$ cat src/include/pmco_defines.svh
// offsets, field positions, defaults and timing counts of the option bank
`ifndef PMCO_DEFINES_SVH
`define PMCO_DEFINES_SVH

`define PMCO_ADDR_CS3_DELAY   8'h1e
`define PMCO_ADDR_UNUSED      8'h1f
`define PMCO_ADDR_SLOPE       8'h20
`define PMCO_ADDR_CH3_ZERO    8'h21
`define PMCO_ADDR_MISC        8'h22
`define PMCO_ADDR_SOFT_RST    8'h23
`define PMCO_ADDR_SHORTS      8'h30
`define PMCO_ADDR_BUCK_BOOST_OPTIONS      8'h31
`define PMCO_ADDR_CHANNEL12_COMPENSATION       8'h32

`define PMCO_MASK_CS3_DELAY   8'h3f
`define PMCO_MASK_UNUSED      8'hff
`define PMCO_MASK_SLOPE       8'hff
`define PMCO_MASK_CH3_ZERO    8'h70
`define PMCO_MASK_MISC        8'h7f
`define PMCO_MASK_SOFT_RST    8'hff
`define PMCO_MASK_BUCK_BOOST_OPTIONS      8'h0f
`define PMCO_MASK_CHANNEL12_COMPENSATION       8'hf0

`define PMCO_DEF_CS3_DELAY    8'h05
`define PMCO_DEF_UNUSED       8'h00
`define PMCO_DEF_SLOPE        8'h04
`define PMCO_DEF_CH3_ZERO     8'h40
`define PMCO_DEF_MISC         8'h07
`define PMCO_DEF_SOFT_RST     8'h00
`define PMCO_DEF_SHORTS       8'h00
`define PMCO_DEF_BUCK_BOOST_OPTIONS       8'h02
`define PMCO_DEF_CHANNEL12_COMPENSATION        8'h00

`define PMCO_SOFT_RST_KEY     8'h55

`define PMCO_BIT_LS1_FORCE    6
`define PMCO_BIT_PG_PUSHPULL  3
`define PMCO_BIT_EXT_LIMIT    4
`define PMCO_BIT_CH1_SKIP     1
`define PMCO_BIT_BUCK_ONLY    0

`define PMCO_CLK_PERIOD_PS    10000
`define PMCO_LIMIT_STEP_PS    1050000000

`endif

$ cat src/include/pmco_pkg.sv
// types shared by the option register bank
package pmco_pkg;
    typedef logic [7:0] pmco_byte_t;
    typedef logic [5:0] pmco_delay_t;
    typedef logic [1:0] pmco_sel_t;
    typedef logic [3:0] pmco_skip_t;
    typedef logic [7:0] pmco_flags_t;
endpackage : pmco_pkg

$ cat src/rtl/pmco_option_regs.sv
// option and status register bank with its small control side
`timescale 1ns/1ps
`include "pmco_defines.svh"

module pmco_option_regs #(
    parameter int LIMIT_STEP_CYCLES =
        (`PMCO_LIMIT_STEP_PS + `PMCO_CLK_PERIOD_PS - 1) / `PMCO_CLK_PERIOD_PS
) (
    input  wire logic               mclk,
    input  wire logic               sys_rst,
    input  wire pmco_pkg::pmco_byte_t regAddr,
    input  wire pmco_pkg::pmco_byte_t regWrData,
    input  wire logic               regWrEn,
    input  wire logic               regRdEn,
    output pmco_pkg::pmco_byte_t    regRdData,
    output logic                    regRdValid,
    input  wire logic               enablePin,
    input  wire logic               enableRegisterOne,
    input  wire logic               ch3OverCurrent,
    input  wire pmco_pkg::pmco_flags_t shortEvents,
    output pmco_pkg::pmco_delay_t   ch3LimitDelay,
    output logic                    ch3LimitTrip,
    output pmco_pkg::pmco_sel_t     ch4SlopeSelect,
    output pmco_pkg::pmco_sel_t     ch3RampSelect,
    output pmco_pkg::pmco_sel_t     ch2SlopeSelect,
    output pmco_pkg::pmco_sel_t     ch1SlopeSelect,
    output pmco_pkg::pmco_sel_t     ch3FilterComp,
    output logic                    ch3ExtTransistorLimit,
    output logic                    loadSwitchOneOn,
    output logic                    loadSwitchOneLimitEn,
    output pmco_pkg::pmco_sel_t     ldo2VoltageSelect,
    output logic                    powerGoodPushPull,
    output pmco_pkg::pmco_skip_t    pulseSkipEn,
    output pmco_pkg::pmco_sel_t     ch1TransitionThreshold,
    output logic                    ch1BuckOnly,
    output pmco_pkg::pmco_sel_t     ch2LfPoleSelect,
    output pmco_pkg::pmco_sel_t     ch2HfGainSelect,
    output logic                    deviceShutdown
);
    import pmco_pkg::*;

    localparam int STEP_W = $clog2(LIMIT_STEP_CYCLES + 1);

    // register file
    pmco_byte_t  cs3Delay_r;
    pmco_byte_t  cs3Delay_nxt;
    pmco_byte_t  unusedLoc_r;
    pmco_byte_t  unusedLoc_nxt;
    pmco_byte_t  slope_r;
    pmco_byte_t  slope_nxt;
    pmco_byte_t  ch3Zero_r;
    pmco_byte_t  ch3Zero_nxt;
    pmco_byte_t  misc_r;
    pmco_byte_t  misc_nxt;
    pmco_byte_t  softRstKey_r;
    pmco_byte_t  softRstKey_nxt;
    pmco_flags_t shorts_r;
    pmco_flags_t shorts_nxt;
    pmco_byte_t  bbOpt_r;
    pmco_byte_t  bbOpt_nxt;
    pmco_byte_t  channel12_compensation_r;
    pmco_byte_t  channel12_compensation_nxt;
    pmco_byte_t  rdData_r;
    pmco_byte_t  rdData_nxt;
    logic        rdValid_r;
    logic        rdValid_nxt;
    logic        softRst;
    logic        limitEn_r;
    logic        limitEn_nxt;

    // pin synchronisers: bit 9 enable, bit 8 overcurrent, 7:0 short lines
    logic [9:0]  syncA_r;
    logic [9:0]  syncB_r;
    logic [9:0]  syncC_r;
    logic [9:0]  pinLvl_r;
    logic [9:0]  pinLvl_nxt;

    // control side
    logic [STEP_W-1:0] prescale_r;
    logic [STEP_W-1:0] prescale_nxt;
    pmco_delay_t       steps_r;
    pmco_delay_t       steps_nxt;
    logic              trip_r;
    logic              trip_nxt;
    logic              shutdown_r;
    logic              shutdown_nxt;
    logic              enPrev_r;
    logic              enPrev_nxt;
    logic              ls1On_r;
    logic              ls1On_nxt;

    function automatic logic hit(input pmco_byte_t a, input pmco_byte_t b);
        hit = (a == b);
    endfunction : hit

    // masked write keeps undefined bits at zero
    function automatic pmco_byte_t wrField(input pmco_byte_t d,
                                           input pmco_byte_t m);
        wrField = d & m;
    endfunction : wrField

    assign softRst = regWrEn && hit(regAddr, `PMCO_ADDR_SOFT_RST) &&
                     (regWrData == `PMCO_SOFT_RST_KEY);

    // register write path
    always_comb begin
        cs3Delay_nxt   = cs3Delay_r;
        unusedLoc_nxt  = unusedLoc_r;
        slope_nxt      = slope_r;
        ch3Zero_nxt    = ch3Zero_r;
        misc_nxt       = misc_r;
        softRstKey_nxt = softRstKey_r;
        bbOpt_nxt      = bbOpt_r;
        channel12_compensation_nxt      = channel12_compensation_r;
        if (softRst) begin
            // key never reads back: the reset returns it to zero too
            cs3Delay_nxt   = `PMCO_DEF_CS3_DELAY;
            unusedLoc_nxt  = `PMCO_DEF_UNUSED;
            slope_nxt      = `PMCO_DEF_SLOPE;
            ch3Zero_nxt    = `PMCO_DEF_CH3_ZERO;
            misc_nxt       = `PMCO_DEF_MISC;
            softRstKey_nxt = `PMCO_DEF_SOFT_RST;
            bbOpt_nxt      = `PMCO_DEF_BUCK_BOOST_OPTIONS;
            channel12_compensation_nxt      = `PMCO_DEF_CHANNEL12_COMPENSATION;
        end else if (regWrEn) begin
            unique case (regAddr)
                `PMCO_ADDR_CS3_DELAY: begin
                    cs3Delay_nxt = wrField(regWrData,
                                           `PMCO_MASK_CS3_DELAY);
                end
                `PMCO_ADDR_UNUSED: begin
                    unusedLoc_nxt = wrField(regWrData,
                                            `PMCO_MASK_UNUSED);
                end
                `PMCO_ADDR_SLOPE: begin
                    slope_nxt = wrField(regWrData,
                                        `PMCO_MASK_SLOPE);
                end
                `PMCO_ADDR_CH3_ZERO: begin
                    ch3Zero_nxt = wrField(regWrData,
                                          `PMCO_MASK_CH3_ZERO);
                end
                `PMCO_ADDR_MISC: begin
                    misc_nxt = wrField(regWrData,
                                       `PMCO_MASK_MISC);
                end
                `PMCO_ADDR_SOFT_RST: begin
                    softRstKey_nxt = wrField(regWrData,
                                             `PMCO_MASK_SOFT_RST);
                end
                `PMCO_ADDR_BUCK_BOOST_OPTIONS: begin
                    bbOpt_nxt = wrField(regWrData,
                                        `PMCO_MASK_BUCK_BOOST_OPTIONS);
                end
                `PMCO_ADDR_CHANNEL12_COMPENSATION: begin
                    channel12_compensation_nxt = wrField(regWrData,
                                        `PMCO_MASK_CHANNEL12_COMPENSATION);
                end
                // flags and unmapped addresses take no write
                default: begin
                    cs3Delay_nxt = cs3Delay_r;
                end
            endcase
        end
        // own flop so the limit enable output is not a gate after a flop
        limitEn_nxt = !misc_nxt[`PMCO_BIT_LS1_FORCE];
    end

    always_ff @(posedge mclk or posedge sys_rst) begin
        if (sys_rst) begin
            cs3Delay_r   <= `PMCO_DEF_CS3_DELAY;
            unusedLoc_r  <= `PMCO_DEF_UNUSED;
            slope_r      <= `PMCO_DEF_SLOPE;
            ch3Zero_r    <= `PMCO_DEF_CH3_ZERO;
            misc_r       <= `PMCO_DEF_MISC;
            softRstKey_r <= `PMCO_DEF_SOFT_RST;
            bbOpt_r      <= `PMCO_DEF_BUCK_BOOST_OPTIONS;
            channel12_compensation_r      <= `PMCO_DEF_CHANNEL12_COMPENSATION;
            limitEn_r    <= 1'b1; // force bit clear by default
        end else begin
            cs3Delay_r   <= cs3Delay_nxt;
            unusedLoc_r  <= unusedLoc_nxt;
            slope_r      <= slope_nxt;
            ch3Zero_r    <= ch3Zero_nxt;
            misc_r       <= misc_nxt;
            softRstKey_r <= softRstKey_nxt;
            bbOpt_r      <= bbOpt_nxt;
            channel12_compensation_r      <= channel12_compensation_nxt;
            limitEn_r    <= limitEn_nxt;
        end
    end

    // read path, answer one cycle after the request
    always_comb begin
        rdValid_nxt = regRdEn;
        rdData_nxt  = 8'h00;
        if (regRdEn) begin
            unique case (regAddr)
                `PMCO_ADDR_CS3_DELAY: rdData_nxt = cs3Delay_r;
                `PMCO_ADDR_UNUSED:    rdData_nxt = unusedLoc_r;
                `PMCO_ADDR_SLOPE:     rdData_nxt = slope_r;
                `PMCO_ADDR_CH3_ZERO:  rdData_nxt = ch3Zero_r;
                `PMCO_ADDR_MISC:      rdData_nxt = misc_r;
                `PMCO_ADDR_SOFT_RST:  rdData_nxt = softRstKey_r;
                `PMCO_ADDR_SHORTS:    rdData_nxt = shorts_r;
                `PMCO_ADDR_BUCK_BOOST_OPTIONS:    rdData_nxt = bbOpt_r;
                `PMCO_ADDR_CHANNEL12_COMPENSATION:     rdData_nxt = channel12_compensation_r;
                default:              rdData_nxt = 8'h00;
            endcase
        end
    end

    always_ff @(posedge mclk or posedge sys_rst) begin
        if (sys_rst) begin
            rdData_r  <= 8'h00;
            rdValid_r <= 1'b0;
        end else begin
            rdData_r  <= rdData_nxt;
            rdValid_r <= rdValid_nxt;
        end
    end

    // pin inputs: three stages, a change counts when stages two and three agree
    always_comb begin
        for (int i = 0; i < 10; i++) begin
            pinLvl_nxt[i] = (syncB_r[i] == syncC_r[i]) ? syncC_r[i]
                                                        : pinLvl_r[i];
        end
    end

    always_ff @(posedge mclk or posedge sys_rst) begin
        if (sys_rst) begin
            syncA_r  <= 10'h000;
            syncB_r  <= 10'h000;
            syncC_r  <= 10'h000;
            pinLvl_r <= 10'h000;
        end else begin
            syncA_r  <= {enablePin, ch3OverCurrent, shortEvents};
            syncB_r  <= syncA_r;
            syncC_r  <= syncB_r;
            pinLvl_r <= pinLvl_nxt;
        end
    end

    // sticky short flags; a short seen in the soft reset cycle still sets
    always_comb begin
        shorts_nxt = (softRst ? `PMCO_DEF_SHORTS : shorts_r) |
                     pinLvl_r[7:0];
    end

    always_ff @(posedge mclk or posedge sys_rst) begin
        if (sys_rst) begin
            shorts_r <= `PMCO_DEF_SHORTS;
        end else begin
            shorts_r <= shorts_nxt;
        end
    end

    // ch3 limit delay: step counter scaled by the prescaler
    always_comb begin
        prescale_nxt = prescale_r;
        steps_nxt    = steps_r;
        trip_nxt     = trip_r;
        if (!pinLvl_r[8] || softRst) begin
            prescale_nxt = '0;
            steps_nxt    = 6'h00;
            trip_nxt     = 1'b0;
        end else if (cs3Delay_r[5:0] == 6'h00) begin
            trip_nxt = 1'b1;
        end else if (!trip_r) begin
            if (prescale_r == STEP_W'(LIMIT_STEP_CYCLES - 1)) begin
                prescale_nxt = '0;
                steps_nxt    = steps_r + 6'h01;
                // at or past: a code shortened mid-count still trips
                trip_nxt     = (steps_r + 6'h01) >= cs3Delay_r[5:0];
            end else begin
                prescale_nxt = prescale_r + STEP_W'(1);
            end
        end
    end

    always_ff @(posedge mclk or posedge sys_rst) begin
        if (sys_rst) begin
            prescale_r <= '0;
            steps_r    <= 6'h00;
            trip_r     <= 1'b0;
        end else begin
            prescale_r <= prescale_nxt;
            steps_r    <= steps_nxt;
            trip_r     <= trip_nxt;
        end
    end

    // shutdown holds until the enable pin rises again, so a pin left high
    // cannot restart the regulators behind the host's back
    always_comb begin
        enPrev_nxt   = pinLvl_r[9];
        shutdown_nxt = shutdown_r;
        if (softRst) begin
            shutdown_nxt = 1'b1;
        end else if (pinLvl_r[9] && !enPrev_r) begin
            shutdown_nxt = 1'b0;
        end
        if (misc_r[`PMCO_BIT_LS1_FORCE]) begin
            ls1On_nxt = enableRegisterOne;
        end else begin
            ls1On_nxt = enableRegisterOne && pinLvl_r[9] && !shutdown_r;
        end
        if (softRst) begin
            ls1On_nxt = 1'b0;
        end
    end

    always_ff @(posedge mclk or posedge sys_rst) begin
        if (sys_rst) begin
            enPrev_r   <= 1'b0;
            shutdown_r <= 1'b0;
            ls1On_r    <= 1'b0;
        end else begin
            enPrev_r   <= enPrev_nxt;
            shutdown_r <= shutdown_nxt;
            ls1On_r    <= ls1On_nxt;
        end
    end

    // field outputs come straight from the register flops
    assign regRdData              = rdData_r;
    assign regRdValid             = rdValid_r;
    assign ch3LimitDelay          = cs3Delay_r[5:0];
    assign ch3LimitTrip           = trip_r;
    assign ch4SlopeSelect         = slope_r[7:6];
    assign ch3RampSelect          = slope_r[5:4];
    assign ch2SlopeSelect         = slope_r[3:2];
    assign ch1SlopeSelect         = slope_r[1:0];
    assign ch3FilterComp          = ch3Zero_r[6:5];
    assign ch3ExtTransistorLimit  = ch3Zero_r[`PMCO_BIT_EXT_LIMIT];
    assign loadSwitchOneOn        = ls1On_r;
    assign loadSwitchOneLimitEn   = limitEn_r;
    assign ldo2VoltageSelect      = misc_r[5:4];
    assign powerGoodPushPull      = misc_r[`PMCO_BIT_PG_PUSHPULL];
    assign pulseSkipEn            = {misc_r[2:0],
                                     bbOpt_r[`PMCO_BIT_CH1_SKIP]};
    assign ch1TransitionThreshold = bbOpt_r[3:2];
    assign ch1BuckOnly            = bbOpt_r[`PMCO_BIT_BUCK_ONLY];
    assign ch2LfPoleSelect        = channel12_compensation_r[7:6];
    assign ch2HfGainSelect        = channel12_compensation_r[5:4];
    assign deviceShutdown         = shutdown_r;

endmodule : pmco_option_regs

$ cat config.mk
export PLATFORM = sky130hd
export DESIGN_NAME = pmco_option_regs
export DESIGN_NICKNAME = d
export VERILOG_FILES = /design/src/include/pmco_pkg.sv /design/src/rtl/pmco_option_regs.sv
export VERILOG_INCLUDE_DIRS = /design/src /design/src/include
export SDC_FILE = /design/constraint.sdc
export NUM_CORES = 1
export LEC_CHECK = 0
export BUFFER_PORTS_ARGS = -buffer_cell sky130_fd_sc_hd__buf_2
export CAP_MARGIN = 10
export CORE_ASPECT_RATIO = 0.75
export CORE_UTILIZATION = 50
export CTS_BUF_LIST = sky130_fd_sc_hd__clkbuf_8
export DETAILED_ROUTE_END_ITERATION = 10
export PLACE_DENSITY = 0.71
export REMOVE_ABC_BUFFERS = 1
export SYNTH_ARGS = -nofsm -noshare
export SYNTH_HDL_FRONTEND = slang
export SYNTH_SLANG_ARGS = --single-unit
$ cat constraint.sdc
create_clock -name mclk -period 13.5 [get_ports mclk]
set_input_delay 3.375 -clock mclk [delete_from_list [all_inputs] [get_ports mclk]]
set_output_delay 3.375 -clock mclk [all_outputs]
set_load 0.03 [all_outputs]
# [Yosys cells after proc, flatten, opt, wreduce, memory -nomap -nowiden]
# Cells that the tools add are included.
# W data, S select, Z words.
[totals] output_inout_bits=44 mem_bits_rw=0 latch_bits=0 input_bits=31 memories=0 reg_bits=149 rom_bits=0 elab_cells=134
[op_classes] order_cmp=1 n_div=0 mul=0 muxes=43 add_sub_neg=2 eq_ne=23 bitwise=1 reduce_logical=32 shifts=0
[ops] cell="$mux W8" count=26
[ops] cell="$pmux W8 S9" count=1
[ops] cell="$mux W17" count=4
[ops] cell="$eq A8 B6 Y1 const B" count=7
[ops] cell="$mux W6" count=4
[ops] cell="$reduce_bool A2 Y1" count=11
[ops] cell="$reduce_and A2 Y1" count=9
[ops] cell="$add A17 B1 Y17 const B" count=1
[ops] cell="$eq A17 B17 Y1 const B" count=1
[ops] cell="$eq A8 B5 Y1 const B" count=2
[ops] cell="$eq A1 B1 Y1" count=10
[ops] cell="$eq A8 B7 Y1 const B" count=1
[ops] cell="$mux W1" count=8
[ops] cell="$or A8 B8 Y8" count=1
[ops] cell="$add A6 B1 Y6 const B" count=1
[ops] cell="$ge A6 B6 Y1" count=1
[ops] cell="$logic_not A6 Y1" count=1
[ops] cell="$logic_and A1 B1 Y1" count=5
[ops] cell="$logic_not A1 Y1" count=4
[ops] cell="$reduce_and A3 Y1" count=1
[ops] cell="$ne A2 B1 Y1 const B" count=1
[ops] cell="$ne A2 B2 Y1 const B" count=1
[ops] cell="$logic_or A1 B1 Y1" count=1

# [Depth between registers and ports, before layout]
[logic_depth] ltp_word=6 mapped_depth=9

# [Worst setup path after synthesis]
# No wires, ideal clock.
[synth_path] kind="input -> register" startpoint="input port regAddr[1]" endpoint="register bbOpt_r[3]" setup_time_ps=138 required_ps=13362 path_buffers=2 setup_slack_ps=8498 t_arrival_ps=4864 path_stages=6 path_cell_list="clkbuf_1 -> and2_1 -> nand4_1 -> nor2_1 -> clkbuf_1 -> o22ai_1"
[synth_via] elab_chain_len=5 elab_cells_between_ends=8 cone_classes="eq/ne: 2; mux: 1; reduce/logical: 5"
[synth_lines] item="start, declared" line_no="pmco_option_regs.sv:11" source="input wire pmco_pkg::pmco_byte_t regAddr,"
[synth_lines] item="$eq A8 B6 Y1" line_no="pmco_option_regs.sv:93" source="hit = (a == b);"
[synth_lines] item="$logic_and A1 B1 Y1 (2 in series)" line_no="pmco_option_regs.sv:102" source="assign softRst = regWrEn && hit(regAddr, `PMCO_ADDR_SOFT_RST) &&"
[synth_lines] item="$reduce_bool A2 Y1 (no source line)"
[synth_lines] item="$reduce_and A2 Y1 (no source line)"
[synth_lines] item="end signal, assigned" line_no="pmco_option_regs.sv:177" source="bbOpt_r <= `PMCO_DEF_BUCK_BOOST_OPTIONS;"
[synth_lines] item="end signal, assigned" line_no="pmco_option_regs.sv:187" source="bbOpt_r <= bbOpt_nxt;"
[synth_lines] item="end, declared" line_no="pmco_option_regs.sv:59" source="pmco_byte_t bbOpt_r;"
# Several ways; a longest one is shown, not always the timed one.
# A chain may end at the register's enable or synchronous reset.

# [Worst setup path in the final report]
[layout_path] startpoint="input port regAddr[2]" endpoint="register slope_r[1]"
[layout_via] elab_chain_len=5 elab_cells_between_ends=8 cone_classes="eq/ne: 2; mux: 1; reduce/logical: 5"
[layout_lines] item="$eq A8 B6 Y1" line_no="pmco_option_regs.sv:93"
[layout_lines] item="$logic_and A1 B1 Y1 (2 in series)" line_no="pmco_option_regs.sv:102"
[layout_lines] item="$reduce_bool A2 Y1 (no source line)"
[layout_lines] item="$reduce_and A2 Y1 (no source line)"
[layout_lines] item="end signal, assigned" line_no="pmco_option_regs.sv:173" source="slope_r <= `PMCO_DEF_SLOPE;"
[layout_lines] item="end signal, assigned" line_no="pmco_option_regs.sv:183" source="slope_r <= slope_nxt;"
[layout_lines] item="end, declared" line_no="pmco_option_regs.sv:49" source="pmco_byte_t slope_r;"
# Several ways; a longest one is shown, not always the timed one.

==> results.ini <==
[setup_path]
worstPathRequired_ns = 13.84
reg2reg_from = prescale_r[7]$_DFFE_PP0P_
critPathMaxFanout = 16
r2r_cells = 5
r2r_end = prescale_r[13]$_DFFE_PP0P_
start_kind = input port
end_kind = register
regToRegSetupSlack_ns = 10.82
crit_type = in2reg
arrival_ns = 5.96

[die]
die-area_um2 = 11800
initial_core_util = 0.517
die_x_um = 125
core_um2 = 11000
row_count = 33
ios = 75
die_y_um = 94.5

[timing]
maxSlewViolCount = 0
min_period_ns = 5.62
rsz0062_at_grt = false
finClkSkew_ns = 0.0104
setup_tns_ns = 0
max_clock_freq_mhz = 178
worst_pin_slew_ns = 1.06
finalSetupViolCount = 0
slew-limit-headroom = 0.291
hold_viol_final = 0
post-route-period-util = 0.416

[routing]
dr.pass1.iters = 10
ant_nets = 0
finalWirelength_mm = 13.4
vias = 4291
wl_per_cell_um = 18.2
wl_met3_mm = 1.07
route.detailed.drc = 1
viasPerCell = 5.84
dr.max_layer_used = met4
drtIter0Drc = 461
met2_length_mm = 5.87
met1Wirelength_mm = 6.24

[run_status]
outcome = complete, but fails checks
violations = DRC

[placement]
port-buffer-count = 74
gp_congestion = 0.918
place_hpwl_mm = 9.59

[global_route]
grt_pass1_wl_mm = 21.9
grt_max_degree = 87
track_usage = 0.246
first_global_vias = 4142
antenna_found_initial = 0
grt-ovfl-total = 0

[finish]
layout_common_cells = dfrtp_1, buf_2, nand2_1, nor2_1, a21oi_1
final_common_cell = dfrtp_1
fillers = 897
drive_gt1_frac = 0.225
fin_nets = 621
diodes = 0
regArea_um2 = 3340
finalCoreUtilization = 0.592
multi_input_area_um2 = 2210
syn_to_final_growth_pct = 14.5

[clock_tree]
cts_hold_buffers = 0
postCtsSetupBuffers = 0
cts_buffers = 17
htree_levels = 4
clock_latency_ns = 0.44
cts.repair.resized = 0
cts.clk_slew.worst_paths_ns = 0.09
cts_tree = built
cts-root-buf = clkbuf_8
cts_sinks = 133
cts_buffer_depth = 2

[logic_synthesis]
synth_area_um2 = 5700
synthArstFlopShare = 1.00
avgSynthCellArea_um2 = 11.2
ys_seq_area_frac = 0.586
ys.flop_type = dfrtp_1
synth-seq-cells = 133
syn_inst = 510
yosysUniqueCellTypes = 53
yosys_warnings = 0
synth_edf_count = 0

[worst_hold_path]
holdPathEnd = syncB_r[2]$_DFF_PP0_
min_from = syncA_r[2]$_DFF_PP0_
hold_path_class = reg2reg
hold_depth = 0

[job]
cap_violations = 0

[power]
powerDensity_nw_per_um2 = 124
max-vdd-ir-drop_mv = 0.0766
p_leak_nw = 3.05

-- worst max-delay path, cell delays in order --
cell,delay [ns]
buf_2,0.12
nor3b_1,0.43
nand4_1,0.59
nor2_2,0.77
buf_4,0.32
nor2_1,0.13
a22o_1,0.21
-- how the worst max path moves through the flow --
stage / startpoint / endpoint / slack, ns / depth (start not counted)
after floorplan: sys_rst / bbOpt_r[0]$_DFFE_PP0P_ / 6.59 / 1
after global placement: regAddr[0] / prescale_r[14]$_DFFE_PP0P_ / 7.54 / 6
after detailed placement: regAddr[0] / prescale_r[5]$_DFFE_PP0P_ / 7.43 / 6
after CTS: regAddr[0] / prescale_r[13]$_DFFE_PP0P_ / 7.91 / 6
after global routing: regAddr[0] / prescale_r[13]$_DFFE_PP0P_ / 7.65 / 6
final: regAddr[2] / slope_r[1]$_DFFE_PP0P_ / 7.88 / 7
-- area by class of cell --
| type | count | area share |
|---|---|---|
| Inverter | 14 | 0.00843 |
| Clock inverter | 15 | 0.0205 |
| Timing Repair Buffer | 76 | 0.0590 |
| Multi-Input combinational cell | 340 | 0.338 |
| Tap cell | 140 | 0.0268 |
| Sequential cell | 133 | 0.511 |
| Clock buffer | 17 | 0.0358 |
-- per-layer routing --
metal,vias to the layer above,global-route usage
met4,0,0.0884
met3,18,0.0793
met5,-,0
met1,2134,0.338
met2,186,0.369
li1,1953,-
-- Yosys cell counts, drive strengths merged, types with 8 or more instances --
master | n | area share
dfrtp | 124 | 0.54
nand2 | 62 | 0.041
nor2 | 41 | 0.027
a21oi | 28 | 0.025
nand3 | 23 | 0.020
clkbuf | 16 | 0.011
inv | 14 | 0.0092
nor3 | 14 | 0.014
xor2 | 14 | 0.022
a22oi | 12 | 0.016
a22o | 11 | 0.017
o21ai | 11 | 0.0097
a21o | 10 | 0.013
maj3 | 10 | 0.018
mux2 | 10 | 0.020
mux2i | 10 | 0.018
dfstp | 9 | 0.041
xnor2 | 9 | 0.014
and3 | 8 | 0.0088
ha | 8 | 0.018
-- stage by stage --
step	area [um^2]	setup WS (ns)	total power, mW	std cells	hold slack [ns]
2_1_floorplan	5600	6.59	0.480	487	0.331
3_3_place_gp	6160	7.54	0.507	703	0.332
3_5_place_dp	6160	7.43	0.510	703	0.336
4_1_cts	6530	7.91	0.818	735	0.355
5_1_grt	6530	7.65	0.843	735	0.360
6_report	6530	7.88	0.809	735	0.353
-- flip-flops by register name, indices dropped and copies added (netlist names), 6 cells and up --
name and flops:
softRstKey_r 8, steps_r 6, syncC_r 10, unusedLoc_r 8, misc_r 7, syncA_r 10, cs3Delay_r 6, shorts_r 8
regRdData 8, slope_r 8, prescale_r 17, pinLvl_r 10, syncB_r 10
-- cells by family after synthesis --
| kind of cell | share of synthesized area |
|---|---|
| muxes | 0.0452 |
| and+or+nand+nor | 0.160 |
| AOI/OAI and AO/OA | 0.111 |
| adders and majority gates | 0.0351 |
| DFF | 0.586 |
| buffers and inverters | 0.0279 |
| xor gates and xnor gates | 0.0353 |
-- report_power, final --
part / total (mW) / switching, mW / internal (mW)
sequential: 0.431 / 0.0139 / 0.417
combinational: 0.0714 / 0.0482 / 0.0232
clock: 0.306 / 0.172 / 0.134
Note: power is estimated with default switching activity, not from simulation.
